[config.mk]
export PLATFORM = sky130hd
export DESIGN_NAME = ccp_device_flat
export DESIGN_NICKNAME = d
export VERILOG_FILES = /design/src/hdl/ccp_pkg.sv /design/src/hdl/ccp_if.sv /design/src/hdl/ccp_sync.sv /design/src/hdl/ccp_device.sv /design/src/flat_wrapper.sv
export SDC_FILE = /design/constraint.sdc
export NUM_CORES = 1
export LEC_CHECK = 0
export BUFFER_PORTS_ARGS = -buffer_cell sky130_fd_sc_hd__clkbuf_2
export CAP_MARGIN = 5
export CORE_AREA = 2 2 164 134
export CTS_CLUSTER_SIZE = 25
export DETAILED_ROUTE_END_ITERATION = 8
export DIE_AREA = 0 0 166 136
export PLACE_DENSITY = 0.46
export SYNTH_ARGS = -nofsm -noshare
export SYNTH_HDL_FRONTEND = slang
export SYNTH_SLANG_ARGS = --single-unit
[constraint.sdc]
create_clock -name clk_i -period 3.95 [get_ports clk_i]
set_clock_uncertainty 0.05 [all_clocks]
set_input_delay 0.395 -clock clk_i [delete_from_list [all_inputs] [get_ports clk_i]]
set_output_delay 0.395 -clock clk_i [all_outputs]
set_load 0.02 [all_outputs]
[src/hdl/ccp_pkg.sv]
package ccp_pkg;
	localparam int          LATCH_N      = 4;
	localparam int          BYTE_BITS    = 8;
	localparam logic [2:0]  LAST_BIT     = 3'h7;
	// Byte 1 field positions
	localparam int          B1_POWER     = 7;
	localparam int          B1_CODE_HI   = 6;
	localparam int          B1_CODE_LO   = 3;
	localparam int          B1_READ      = 2;
	localparam int          B1_TWO       = 1;
	// Register codes
	localparam logic [3:0]  CODE_CTRL    = 4'h0;
	localparam logic [3:0]  CODE_LDATA   = 4'h1;
	localparam logic [3:0]  CODE_LDIR    = 4'h2;
	localparam logic [3:0]  CODE_RX_GAIN = 4'h4;
	localparam logic [3:0]  CODE_TX_GAIN = 4'h5;
	// Control register fields
	localparam int          CTRL_LAW     = 5;
	localparam int          CTRL_DELAY   = 3;
	// Reset values
	localparam logic [7:0]  CTRL_RST     = 8'h00;
	localparam logic [7:0]  GAIN_RST     = 8'h00;
	localparam logic [3:0]  LDIR_RST     = 4'h0;
	localparam logic [3:0]  LDATA_RST    = 4'h0;
	localparam logic        POWER_UP     = 1'b0;
	localparam logic        POWER_DOWN   = 1'b1;
	// Controller registers, byte addresses on Avalon-MM
	localparam logic [3:0]  HREG_CMD     = 4'h0;
	localparam logic [3:0]  HREG_STATUS  = 4'h4;
	localparam logic [3:0]  HREG_PCM     = 4'h8;
	// Timing
	localparam int          CLK_NS       = 5;
	localparam int          CONTROL_CLOCK_HALF_NS = 40;
	localparam int          BCLK_HALF_NS = 40;
	localparam int          CONTROL_CLOCK_HALF    = CONTROL_CLOCK_HALF_NS / CLK_NS;
	localparam int          BCLK_HALF    = BCLK_HALF_NS / CLK_NS;
	localparam int          FRAME_BITS   = 32;

	function automatic logic code_valid(input logic [3:0] code);
		code_valid = (code == CODE_CTRL) || (code == CODE_LDATA) || (code == CODE_LDIR) ||
			(code == CODE_RX_GAIN) || (code == CODE_TX_GAIN);
	endfunction
endpackage

[src/hdl/ccp_if.sv]
`timescale 1ns/1ps
interface ccp_if;
	logic control_clock;
	logic chip_select_n;
	logic control_data_in;
	logic control_data_out;
	logic control_data_out_oe_n;
	logic bit_clock;
	logic frame_sync_tx;
	logic frame_sync_rx;
	logic pcm_tx_out;
	logic pcm_tx_oe_n;
	logic pcm_rx_in;
	// Undriven lines are pulled high
	wire  control_data_out_line = control_data_out_oe_n ? 1'b1 : control_data_out;
	wire  pcm_tx_line           = pcm_tx_oe_n ? 1'b1 : pcm_tx_out;

	modport dev (input control_clock, chip_select_n, control_data_in, bit_clock, frame_sync_tx,
		frame_sync_rx, pcm_rx_in, output control_data_out, control_data_out_oe_n, pcm_tx_out, pcm_tx_oe_n);
	modport host (output control_clock, chip_select_n, control_data_in, bit_clock, frame_sync_tx,
		frame_sync_rx, pcm_rx_in, input control_data_out_line, pcm_tx_line);
endinterface

[src/hdl/ccp_sync.sv]
`timescale 1ns/1ps
module ccp_sync #(
	parameter int         W   = 1,
	parameter logic [W-1:0] RST = '0
) (
	input  wire logic         clk_i,
	input  wire logic         reset_n_i,
	input  wire logic [W-1:0] d_i,
	output logic      [W-1:0] q_o
);
	logic [W-1:0] meta_q;
	logic [W-1:0] meta_d;
	logic [W-1:0] q_d;

	always_comb
	begin
		meta_d = d_i;
		q_d    = meta_q;
	end

	always_ff @(posedge clk_i)
	begin
		if (!reset_n_i)
		begin
			meta_q <= RST;
			q_o    <= RST;
		end
		else
		begin
			meta_q <= meta_d;
			q_o    <= q_d;
		end
	end
endmodule

[src/hdl/ccp_device.sv]
// Overview of operation
// - Control transfers only while chip select low
// - Direction bit picks input or output per latch
// - Input latch levels captured at the end of every byte 1
// - Output latches drive last written data bit
// - Power-on reset enters powered-down state
// - Reset: gains zero, amp off, non-delayed timing
// - Reset: all latch pins inputs, undriven
// - Control data output undriven after reset
// - Programming accepted while powered down
// - Valid instruction power bit one powers down
// - Host should power down before reprogramming
// - Powered down: transmit PCM output undriven
// - Powered down: registers kept, port active
// - Powered down: latch pins keep working
// - Encode cycle starts after transmit slot ends
// - Transmit byte shifted on eight rising edges
// - Receive byte sampled on eight falling edges
// - One law selection for encoder and decoder
// - Byte 1: power, code, read, two-byte bits
// - Bit 7 shifted first in every byte
// - Eight clocks per byte, sample fall, drive rise
// - Mid-byte chip select rise clears bit count, back to byte 1
// - Power bit zero up, one down
`timescale 1ns/1ps
module ccp_device #(
	parameter int LATCH_N = ccp_pkg::LATCH_N
) (
	input  wire logic               clk_i,
	input  wire logic               reset_n_i,
	ccp_if.dev                      bus,
	input  wire logic [LATCH_N-1:0] latch_pins_i,
	output logic      [LATCH_N-1:0] latch_pins_o,
	output logic      [LATCH_N-1:0] latch_pins_oe_n_o,
	input  wire logic [7:0]         tx_pcm_i,
	output logic      [7:0]         rx_pcm_o,
	output logic                    rx_pcm_valid_o,
	output logic                    encode_start_o,
	output logic                    power_down_o,
	output logic                    law_sel_o,
	output logic                    delayed_timing_o,
	output logic      [7:0]         rx_gain_o,
	output logic      [7:0]         tx_gain_o
);
	typedef enum logic [1:0] {ST_B1, ST_WR, ST_RD} ccp_dst_t;

	localparam int SW = 7 + LATCH_N;
	logic [SW-1:0]      sync_s;
	logic               control_clock_s, cs_n_s, ci_s, bclk_s, fsx_s, fsr_s, rx_s;
	logic [LATCH_N-1:0] pins_s;

	// Every pin is resynchronised; chip select idles high
	ccp_sync #(.W(SW), .RST({1'b0, 1'b1, {(SW-2){1'b0}}})) u_sync (
		.clk_i     (clk_i),
		.reset_n_i (reset_n_i),
		.d_i       ({bus.control_clock, bus.chip_select_n, bus.control_data_in, bus.bit_clock,
			bus.frame_sync_tx, bus.frame_sync_rx, bus.pcm_rx_in, latch_pins_i}),
		.q_o       (sync_s)
	);
	assign {control_clock_s, cs_n_s, ci_s, bclk_s, fsx_s, fsr_s, rx_s, pins_s} = sync_s;

	// Control port state
	ccp_dst_t           st_q, st_d;
	logic [2:0]         bit_q, bit_d;
	logic [7:0]         sh_q, sh_d, out_q, out_d;
	logic [3:0]         code_q, code_d;
	logic               control_clock_p_q, control_clock_p_d, co_q, co_d, co_oe_n_q, co_oe_n_d, pd_q, pd_d;
	logic [7:0]         ctrl_q, ctrl_d, rxg_q, rxg_d, txg_q, txg_d;
	logic [LATCH_N-1:0] ldata_q, ldata_d, loe_n_q, loe_n_d;
	logic [LATCH_N-1:0] cap_v;
	logic [7:0]         byte_v, rd_v;
	logic [3:0]         code_v;
	logic               c_rise, c_fall;

	always_comb
	begin
		st_d      = st_q;
		bit_d     = bit_q;
		sh_d      = sh_q;
		out_d     = out_q;
		code_d    = code_q;
		co_d      = co_q;
		co_oe_n_d = co_oe_n_q;
		pd_d      = pd_q;
		ctrl_d    = ctrl_q;
		rxg_d     = rxg_q;
		txg_d     = txg_q;
		ldata_d   = ldata_q;
		loe_n_d   = loe_n_q;
		control_clock_p_d  = control_clock_s;
		c_rise    = control_clock_s & ~control_clock_p_q;
		c_fall    = ~control_clock_s & control_clock_p_q;
		byte_v    = {sh_q[6:0], ci_s};
		code_v    = byte_v[ccp_pkg::B1_CODE_HI:ccp_pkg::B1_CODE_LO];
		for (int i = 0; i < LATCH_N; i++)
			cap_v[i] = loe_n_q[i] ? pins_s[i] : ldata_q[i];
		case (code_v)
			ccp_pkg::CODE_CTRL:    rd_v = ctrl_q;
			ccp_pkg::CODE_LDATA:   rd_v = 8'(cap_v);
			ccp_pkg::CODE_LDIR:    rd_v = {{(8 - LATCH_N){1'b0}}, ~loe_n_q};
			ccp_pkg::CODE_RX_GAIN: rd_v = rxg_q;
			ccp_pkg::CODE_TX_GAIN: rd_v = txg_q;
			default:               rd_v = 8'h00;
		endcase
		if (cs_n_s)
		begin
			// Abandon a partial byte; a finished byte 1 may await a new select for byte 2
			co_oe_n_d = 1'b1;
			bit_d     = 3'h0;
			if (bit_q != 3'h0)
				st_d = ST_B1;
		end
		else
		begin
			if (st_q == ST_RD && c_rise)
			begin
				co_d      = out_q[7];
				out_d     = {out_q[6:0], 1'b0};
				co_oe_n_d = 1'b0;
			end
			if (c_fall)
			begin
				sh_d  = byte_v;
				bit_d = bit_q + 3'h1;
				if (bit_q == ccp_pkg::LAST_BIT)
				begin
					case (st_q)
						ST_B1:
						begin
							ldata_d = cap_v;
							if (!byte_v[ccp_pkg::B1_TWO])
								pd_d = byte_v[ccp_pkg::B1_POWER];
							else
							begin
								// Invalid codes still consume byte 2 so framing stays aligned
								if (ccp_pkg::code_valid(code_v))
									pd_d = byte_v[ccp_pkg::B1_POWER];
								code_d = code_v;
								out_d  = rd_v;
								st_d   = byte_v[ccp_pkg::B1_READ] ? ST_RD : ST_WR;
							end
						end
						ST_WR:
						begin
							// Writes land regardless of power state
							case (code_q)
								ccp_pkg::CODE_CTRL:    ctrl_d  = byte_v;
								ccp_pkg::CODE_LDATA:   ldata_d = byte_v[LATCH_N-1:0];
								ccp_pkg::CODE_LDIR:    loe_n_d = ~byte_v[LATCH_N-1:0];
								ccp_pkg::CODE_RX_GAIN: rxg_d   = byte_v;
								ccp_pkg::CODE_TX_GAIN: txg_d   = byte_v;
								default:               ;
							endcase
							st_d = ST_B1;
						end
						default:
						begin
							co_oe_n_d = 1'b1;
							st_d      = ST_B1;
						end
					endcase
				end
			end
		end
	end

	always_ff @(posedge clk_i)
	begin
		if (!reset_n_i)
		begin
			st_q      <= ST_B1;
			bit_q     <= 3'h0;
			sh_q      <= 8'h00;
			out_q     <= 8'h00;
			code_q    <= ccp_pkg::CODE_CTRL;
			control_clock_p_q  <= 1'b0;
			co_q      <= 1'b0;
			co_oe_n_q <= 1'b1;
			pd_q      <= ccp_pkg::POWER_DOWN;
			ctrl_q    <= ccp_pkg::CTRL_RST;
			rxg_q     <= ccp_pkg::GAIN_RST;
			txg_q     <= ccp_pkg::GAIN_RST;
			ldata_q   <= LATCH_N'(ccp_pkg::LDATA_RST);
			loe_n_q   <= ~LATCH_N'(ccp_pkg::LDIR_RST);
		end
		else
		begin
			st_q      <= st_d;
			bit_q     <= bit_d;
			sh_q      <= sh_d;
			out_q     <= out_d;
			code_q    <= code_d;
			control_clock_p_q  <= control_clock_p_d;
			co_q      <= co_d;
			co_oe_n_q <= co_oe_n_d;
			pd_q      <= pd_d;
			ctrl_q    <= ctrl_d;
			rxg_q     <= rxg_d;
			txg_q     <= txg_d;
			ldata_q   <= ldata_d;
			loe_n_q   <= loe_n_d;
		end
	end

	// PCM side; only non-delayed timing is modelled, slots start at frame sync rise
	logic       bclk_p_q, bclk_p_d, fsx_p_q, fsx_p_d, fsr_p_q, fsr_p_d;
	logic       dx_q, dx_d, dx_oe_n_q, dx_oe_n_d, enc_q, enc_d, rxv_q, rxv_d;
	logic [3:0] txc_q, txc_d, rxc_q, rxc_d;
	logic [7:0] txsh_q, txsh_d, txb_q, txb_d, rxsh_q, rxsh_d, rxb_q, rxb_d;
	logic       b_rise, b_fall;

	always_comb
	begin
		bclk_p_d  = bclk_s;
		fsx_p_d   = fsx_p_q;
		fsr_p_d   = fsr_p_q;
		dx_d      = dx_q;
		dx_oe_n_d = dx_oe_n_q;
		enc_d     = 1'b0;
		rxv_d     = 1'b0;
		txc_d     = txc_q;
		rxc_d     = rxc_q;
		txsh_d    = txsh_q;
		txb_d     = txb_q;
		rxsh_d    = rxsh_q;
		rxb_d     = rxb_q;
		b_rise    = bclk_s & ~bclk_p_q;
		b_fall    = ~bclk_s & bclk_p_q;
		if (b_rise)
		begin
			fsx_p_d = fsx_s;
			fsr_p_d = fsr_s;
			if (fsx_s && !fsx_p_q)
			begin
				dx_d      = txb_q[7];
				txsh_d    = {txb_q[6:0], 1'b0};
				txc_d     = 4'(ccp_pkg::BYTE_BITS - 1);
				dx_oe_n_d = 1'b0;
			end
			else if (txc_q != 4'h0)
			begin
				dx_d   = txsh_q[7];
				txsh_d = {txsh_q[6:0], 1'b0};
				txc_d  = txc_q - 4'h1;
			end
			else if (!dx_oe_n_q)
			begin
				dx_oe_n_d = 1'b1;
				enc_d     = 1'b1;
				txb_d     = tx_pcm_i;
			end
			if (fsr_s && !fsr_p_q && !pd_q)
				rxc_d = 4'(ccp_pkg::BYTE_BITS);
		end
		if (b_fall && rxc_q != 4'h0)
		begin
			rxsh_d = {rxsh_q[6:0], rx_s};
			rxc_d  = rxc_q - 4'h1;
			if (rxc_q == 4'h1)
			begin
				rxb_d = {rxsh_q[6:0], rx_s};
				rxv_d = 1'b1;
			end
		end
		if (pd_q)
		begin
			dx_oe_n_d = 1'b1;
			txc_d     = 4'h0;
		end
	end

	always_ff @(posedge clk_i)
	begin
		if (!reset_n_i)
		begin
			bclk_p_q  <= 1'b0;
			fsx_p_q   <= 1'b0;
			fsr_p_q   <= 1'b0;
			dx_q      <= 1'b0;
			dx_oe_n_q <= 1'b1;
			enc_q     <= 1'b0;
			rxv_q     <= 1'b0;
			txc_q     <= 4'h0;
			rxc_q     <= 4'h0;
			txsh_q    <= 8'h00;
			txb_q     <= 8'h00;
			rxsh_q    <= 8'h00;
			rxb_q     <= 8'h00;
		end
		else
		begin
			bclk_p_q  <= bclk_p_d;
			fsx_p_q   <= fsx_p_d;
			fsr_p_q   <= fsr_p_d;
			dx_q      <= dx_d;
			dx_oe_n_q <= dx_oe_n_d;
			enc_q     <= enc_d;
			rxv_q     <= rxv_d;
			txc_q     <= txc_d;
			rxc_q     <= rxc_d;
			txsh_q    <= txsh_d;
			txb_q     <= txb_d;
			rxsh_q    <= rxsh_d;
			rxb_q     <= rxb_d;
		end
	end

	assign bus.control_data_out      = co_q;
	assign bus.control_data_out_oe_n = co_oe_n_q;
	assign bus.pcm_tx_out            = dx_q;
	assign bus.pcm_tx_oe_n           = dx_oe_n_q;
	assign latch_pins_o              = ldata_q;
	assign latch_pins_oe_n_o         = loe_n_q;
	assign rx_pcm_o                  = rxb_q;
	assign rx_pcm_valid_o            = rxv_q;
	assign encode_start_o            = enc_q;
	assign power_down_o              = pd_q;
	assign law_sel_o                 = ctrl_q[ccp_pkg::CTRL_LAW];
	assign delayed_timing_o          = ctrl_q[ccp_pkg::CTRL_DELAY];
	assign rx_gain_o                 = rxg_q;
	assign tx_gain_o                 = txg_q;
endmodule

[src/flat_wrapper.sv]
// flat-port wrapper written by rule: the top's interface ports become plain ports
module ccp_device_flat 
#(
	parameter int LATCH_N = ccp_pkg::LATCH_N
)
  (clk_i, reset_n_i, latch_pins_i, latch_pins_o, latch_pins_oe_n_o, tx_pcm_i, rx_pcm_o, rx_pcm_valid_o, encode_start_o, power_down_o, law_sel_o, delayed_timing_o, rx_gain_o, tx_gain_o, bus_control_clock, bus_chip_select_n, bus_control_data_in, bus_bit_clock, bus_frame_sync_tx, bus_frame_sync_rx, bus_pcm_rx_in, bus_control_data_out, bus_control_data_out_oe_n, bus_pcm_tx_out, bus_pcm_tx_oe_n);
  ccp_if bus_i ();
  input  wire logic clk_i;
  input  wire logic reset_n_i;
  input  wire logic [LATCH_N-1:0] latch_pins_i;
  output logic      [LATCH_N-1:0] latch_pins_o;
  output logic      [LATCH_N-1:0] latch_pins_oe_n_o;
  input  wire logic [7:0] tx_pcm_i;
  output logic      [7:0] rx_pcm_o;
  output logic rx_pcm_valid_o;
  output logic encode_start_o;
  output logic power_down_o;
  output logic law_sel_o;
  output logic delayed_timing_o;
  output logic      [7:0] rx_gain_o;
  output logic      [7:0] tx_gain_o;
  input wire logic [$bits(bus_i.control_clock)-1:0] bus_control_clock;
  input wire logic [$bits(bus_i.chip_select_n)-1:0] bus_chip_select_n;
  input wire logic [$bits(bus_i.control_data_in)-1:0] bus_control_data_in;
  input wire logic [$bits(bus_i.bit_clock)-1:0] bus_bit_clock;
  input wire logic [$bits(bus_i.frame_sync_tx)-1:0] bus_frame_sync_tx;
  input wire logic [$bits(bus_i.frame_sync_rx)-1:0] bus_frame_sync_rx;
  input wire logic [$bits(bus_i.pcm_rx_in)-1:0] bus_pcm_rx_in;
  output wire logic [$bits(bus_i.control_data_out)-1:0] bus_control_data_out;
  output wire logic [$bits(bus_i.control_data_out_oe_n)-1:0] bus_control_data_out_oe_n;
  output wire logic [$bits(bus_i.pcm_tx_out)-1:0] bus_pcm_tx_out;
  output wire logic [$bits(bus_i.pcm_tx_oe_n)-1:0] bus_pcm_tx_oe_n;
  assign bus_i.control_clock = bus_control_clock;
  assign bus_i.chip_select_n = bus_chip_select_n;
  assign bus_i.control_data_in = bus_control_data_in;
  assign bus_i.bit_clock = bus_bit_clock;
  assign bus_i.frame_sync_tx = bus_frame_sync_tx;
  assign bus_i.frame_sync_rx = bus_frame_sync_rx;
  assign bus_i.pcm_rx_in = bus_pcm_rx_in;
  assign bus_control_data_out = bus_i.control_data_out;
  assign bus_control_data_out_oe_n = bus_i.control_data_out_oe_n;
  assign bus_pcm_tx_out = bus_i.pcm_tx_out;
  assign bus_pcm_tx_oe_n = bus_i.pcm_tx_oe_n;
  ccp_device #(.LATCH_N(LATCH_N)) u_core (.clk_i(clk_i), .reset_n_i(reset_n_i), .bus(bus_i), .latch_pins_i(latch_pins_i), .latch_pins_o(latch_pins_o), .latch_pins_oe_n_o(latch_pins_oe_n_o), .tx_pcm_i(tx_pcm_i), .rx_pcm_o(rx_pcm_o), .rx_pcm_valid_o(rx_pcm_valid_o), .encode_start_o(encode_start_o), .power_down_o(power_down_o), .law_sel_o(law_sel_o), .delayed_timing_o(delayed_timing_o), .rx_gain_o(rx_gain_o), .tx_gain_o(tx_gain_o));
endmodule
==> results.cfg <==
[status]
status = finished clean

[run]
drv_cap = 0

[clock_network]
clk-insertion-delay-late_ps = 420
path_clk_slew_ps = 60
ctsHoldBuffers = 0
cts_tree = done
h-tree-depth = 4
cts_resized = 0
clk_path_buf_depth = 2
clock_sinks = 127
cts_buffers = 17
cts_root_buf = clkbuf_16
post_cts_buffers = 0

[min_path]
min_path_cells = 2
min_from = latch_pins_i[1]
hold_path_end = u_core.u_sync.meta_q[1]
hold_class = in -> reg

[pwr]
ir_worst_vdd_mv = 0.341
powerDensity_nw_per_um2 = 469
seq_power_share_pct = 43.7
power_frac_comb_pct = 1.9
p_sw_share_pct = 21.2
clockPowerShare_pct = 54.4
intPower_w = 0.00234
p_leak_nw = 2.51
power.switching_w = 0.000630

[global_routing]
antenna_found_initial = 0
grt_pass1_vias = 3704
grt_pass1_wl_um = 19600
grt.total_usage_pct = 11.1
grt-ovfl-total = 0
grt_max_degree = 57

[floorplanning]
core_um2 = 21100
io_pins = 62
start_util_pct = 24.6
die_w_um = 166
die_area_um2 = 22600
die_h_um = 136
fp-row-count = 48

[sta]
post-route-period-util_pct = 56.3
grt_setup_unrepaired = false
fin_setup_tns_ps = 0
fmax_mhz = 450
worst_slew_pin_slew_ps = 1120
slew_violations = 0
setup_viol = 0
timing.slew.headroom_pct = 25.2
final_hold_viol_count = 0
min_period_ps = 2220

[layout]
drive_gt1_share_pct = 17.6
utilization_pct = 30.0
fin_nets = 622
syn_to_final_growth_pct = 22.2
num_antenna_cells = 0

[synth]
yosysMostFrequentCell = dfxtp_1
yosys_warnings = 0
syn_nets = 574
syn_area_um2 = 5180
yosys.area.top_type = dfxtp_1
async_flop_share_pct = 0
ys_seq_area_share_pct = 49.1
synth_edf_count = 0
synth_area_leaders = dfxtp_1 49%, mux2i_1 15%, nor2_1 4.8%
ys_types = 48
syn-mean-instance-area_um2 = 9.49
ys_seq_elements = 127
synth_cells = 546
synth_commonest_cells = 127 x dfxtp_1, 79 x mux2i_1, 66 x nor2_1, 55 x nand2_1, 27 x clkbuf_1
ys.flop_type = dfxtp_1
synth_top_area_share_pct = 49.1

[placement]
dp.final_hpwl_um = 8410
routabilityCongestion = 0.732
portBuffers = 61

[setup_path]
r2r_start = u_core.bit_q[0]
critPathMaxFanout = 8
cp-start-kind = flip-flop
cp_data_arrival_time_ps = 2510
critical_path.endpoint_type = flip-flop
r2r_slack_ps = 1730
cp_data_required_time_ps = 4240
ff2ff_path_depth = 6
worstReg2RegEnd = u_core.tx_gain_o[0]
critical_path_class = reg -> reg

[routing]
firstDrtPassIters = 4
wl_per_cell_um = 13.7
dr_total_vias = 3889
ant_nets = 0
totalWireLength_um = 12100
drc = 0
vias_per_cell = 4.41
drt_iter0_markers = 222
[per-stage QoR]
step	total power, W	cells	hold slack, ps	instance area, µm²	worst slack, ps
CTS	0.00301	882	116	6330	1700
global route	0.00308	882	128	6330	1580
global placement	0.00139	850	354	5720	1810
finish	0.00297	882	130	6330	1730
detailed placement	0.00139	850	358	5720	1730
floorplan	0.00136	546	336	5180	1960
[cells in the final DEF (no fill, tap or decap), drive strengths merged, types with 2 or more instances in the layout]
| cell type | netlist | final |
|---|---|---|
| nand3b | 2 | 2 |
| and3 | 2 | 2 |
| o221ai | 3 | 3 |
| ha | 7 | 7 |
| and2 | 23 | 23 |
| o21a | 2 | 2 |
| o21ai | 12 | 12 |
| clkbuf | 27 | 80 |
| nand4b | 2 | 2 |
| inv | 11 | 11 |
| a21oi | 22 | 22 |
| o32ai | 4 | 4 |
| nand2 | 55 | 55 |
| dfxtp | 127 | 127 |
| nand2b | 16 | 16 |
| bufinv | 0 | 3 |
| nand3 | 15 | 15 |
| nor2b | 4 | 4 |
| xor2 | 3 | 3 |
| o211ai | 9 | 9 |
| mux2i | 79 | 79 |
| and3b | 2 | 2 |
| a2bb2oi | 2 | 2 |
| nand4 | 2 | 2 |
| nand4bb | 3 | 3 |
| or4b | 3 | 3 |
| buf | 11 | 6 |
| nor2 | 66 | 66 |
| a211oi | 11 | 11 |
| nor3 | 4 | 4 |
| clkinv | 0 | 10 |
| a311oi | 2 | 2 |
[critical path, cell delays in order (launching register included)]
cell	delay, ps
dfxtp_1	380
ha_1	170
ha_1	180
nand4bb_1	220
nor3_1	330
and4b_1	550
mux2i_1	250
[power groups by stage]
stage | Clock, W | Sequential, W | Combinational [W]
finish | 0.00162 | 0.00130 | 0.0000563
floorplan | 0 | 0.00132 | 0.0000373
CTS | 0.00165 | 0.00130 | 0.0000581
global placement | 0 | 0.00133 | 0.0000574
detailed placement | 0 | 0.00133 | 0.0000580
global route | 0.00171 | 0.00130 | 0.0000637
[cell families after synthesis]
| family | Yosys count | share of synthesized area [%] |
|---|---|---|
| flops | 127 | 49.1 |
| fa+ha+maj | 7 | 1.69 |
| mux | 80 | 15.5 |
| compound gates | 72 | 9.35 |
| simple gates | 207 | 19.9 |
| buf+inv | 49 | 3.84 |
| xor+xnor | 4 | 0.676 |
[layout make-up]
| cell class | instances | area (µm²) |
|---|---|---|
| Tap cell | 275 | 344 |
| Sequential cell | 127 | 2540 |
| Fill cell | 2163 | 14700 |
| Multi-Input combinational cell | 370 | 2440 |
| Clock buffer | 19 | 453 |
| Clock inverter | 13 | 163 |
| Inverter | 11 | 41.3 |
| Timing Repair Buffer | 67 | 350 |
[state kept, by name, indices dropped and copies added (netlist names), 2 cells and up]
signal	cells
u_core.rxc_q	4
u_core.u_sync.meta_q	11
u_core.st_q	2
u_core.ctrl_q	8
u_core.out_q	8
u_core.sh_q	7
u_core.latch_pins_o	4
u_core.rxsh_q	7
u_core.rx_gain_o	8
u_core.u_sync.q_o	11
u_core.txc_q	4
u_core.latch_pins_oe_n_o	4
u_core.txsh_q	7
u_core.bit_q	3
u_core.tx_gain_o	8
u_core.txb_q	8
u_core.code_q	4
u_core.rx_pcm_o	8
[worst max path at each step]
| stage | end | slack [ps] | from |
|---|---|---|---|
| 5_1_grt | u_core.rxc_q[3] | 1580 | u_core.rxc_q[0] |
| 6_report | u_core.tx_gain_o[0] | 1730 | u_core.bit_q[0] |
| 3_3_place_gp | u_core.rx_gain_o[5] | 1810 | u_core.bit_q[0] |
| 3_5_place_dp | u_core.tx_gain_o[0] | 1730 | u_core.bit_q[0] |
| 2_1_floorplan | u_core.txb_q[0] | 1960 | u_core.txc_q[0] |
| 4_1_cts | u_core.tx_gain_o[0] | 1700 | u_core.bit_q[0] |
[per-layer routing]
metal  up-vias  wire length [µm]  track usage [%]
li1       1978                 -                -
met1      1824              6310             15.3
met2        72              5190             15.9
met3        15               386             2.62
met4         0               212             5.70
met5         -                 0                0
No activity file was read; power rests on OpenSTA's default activity.
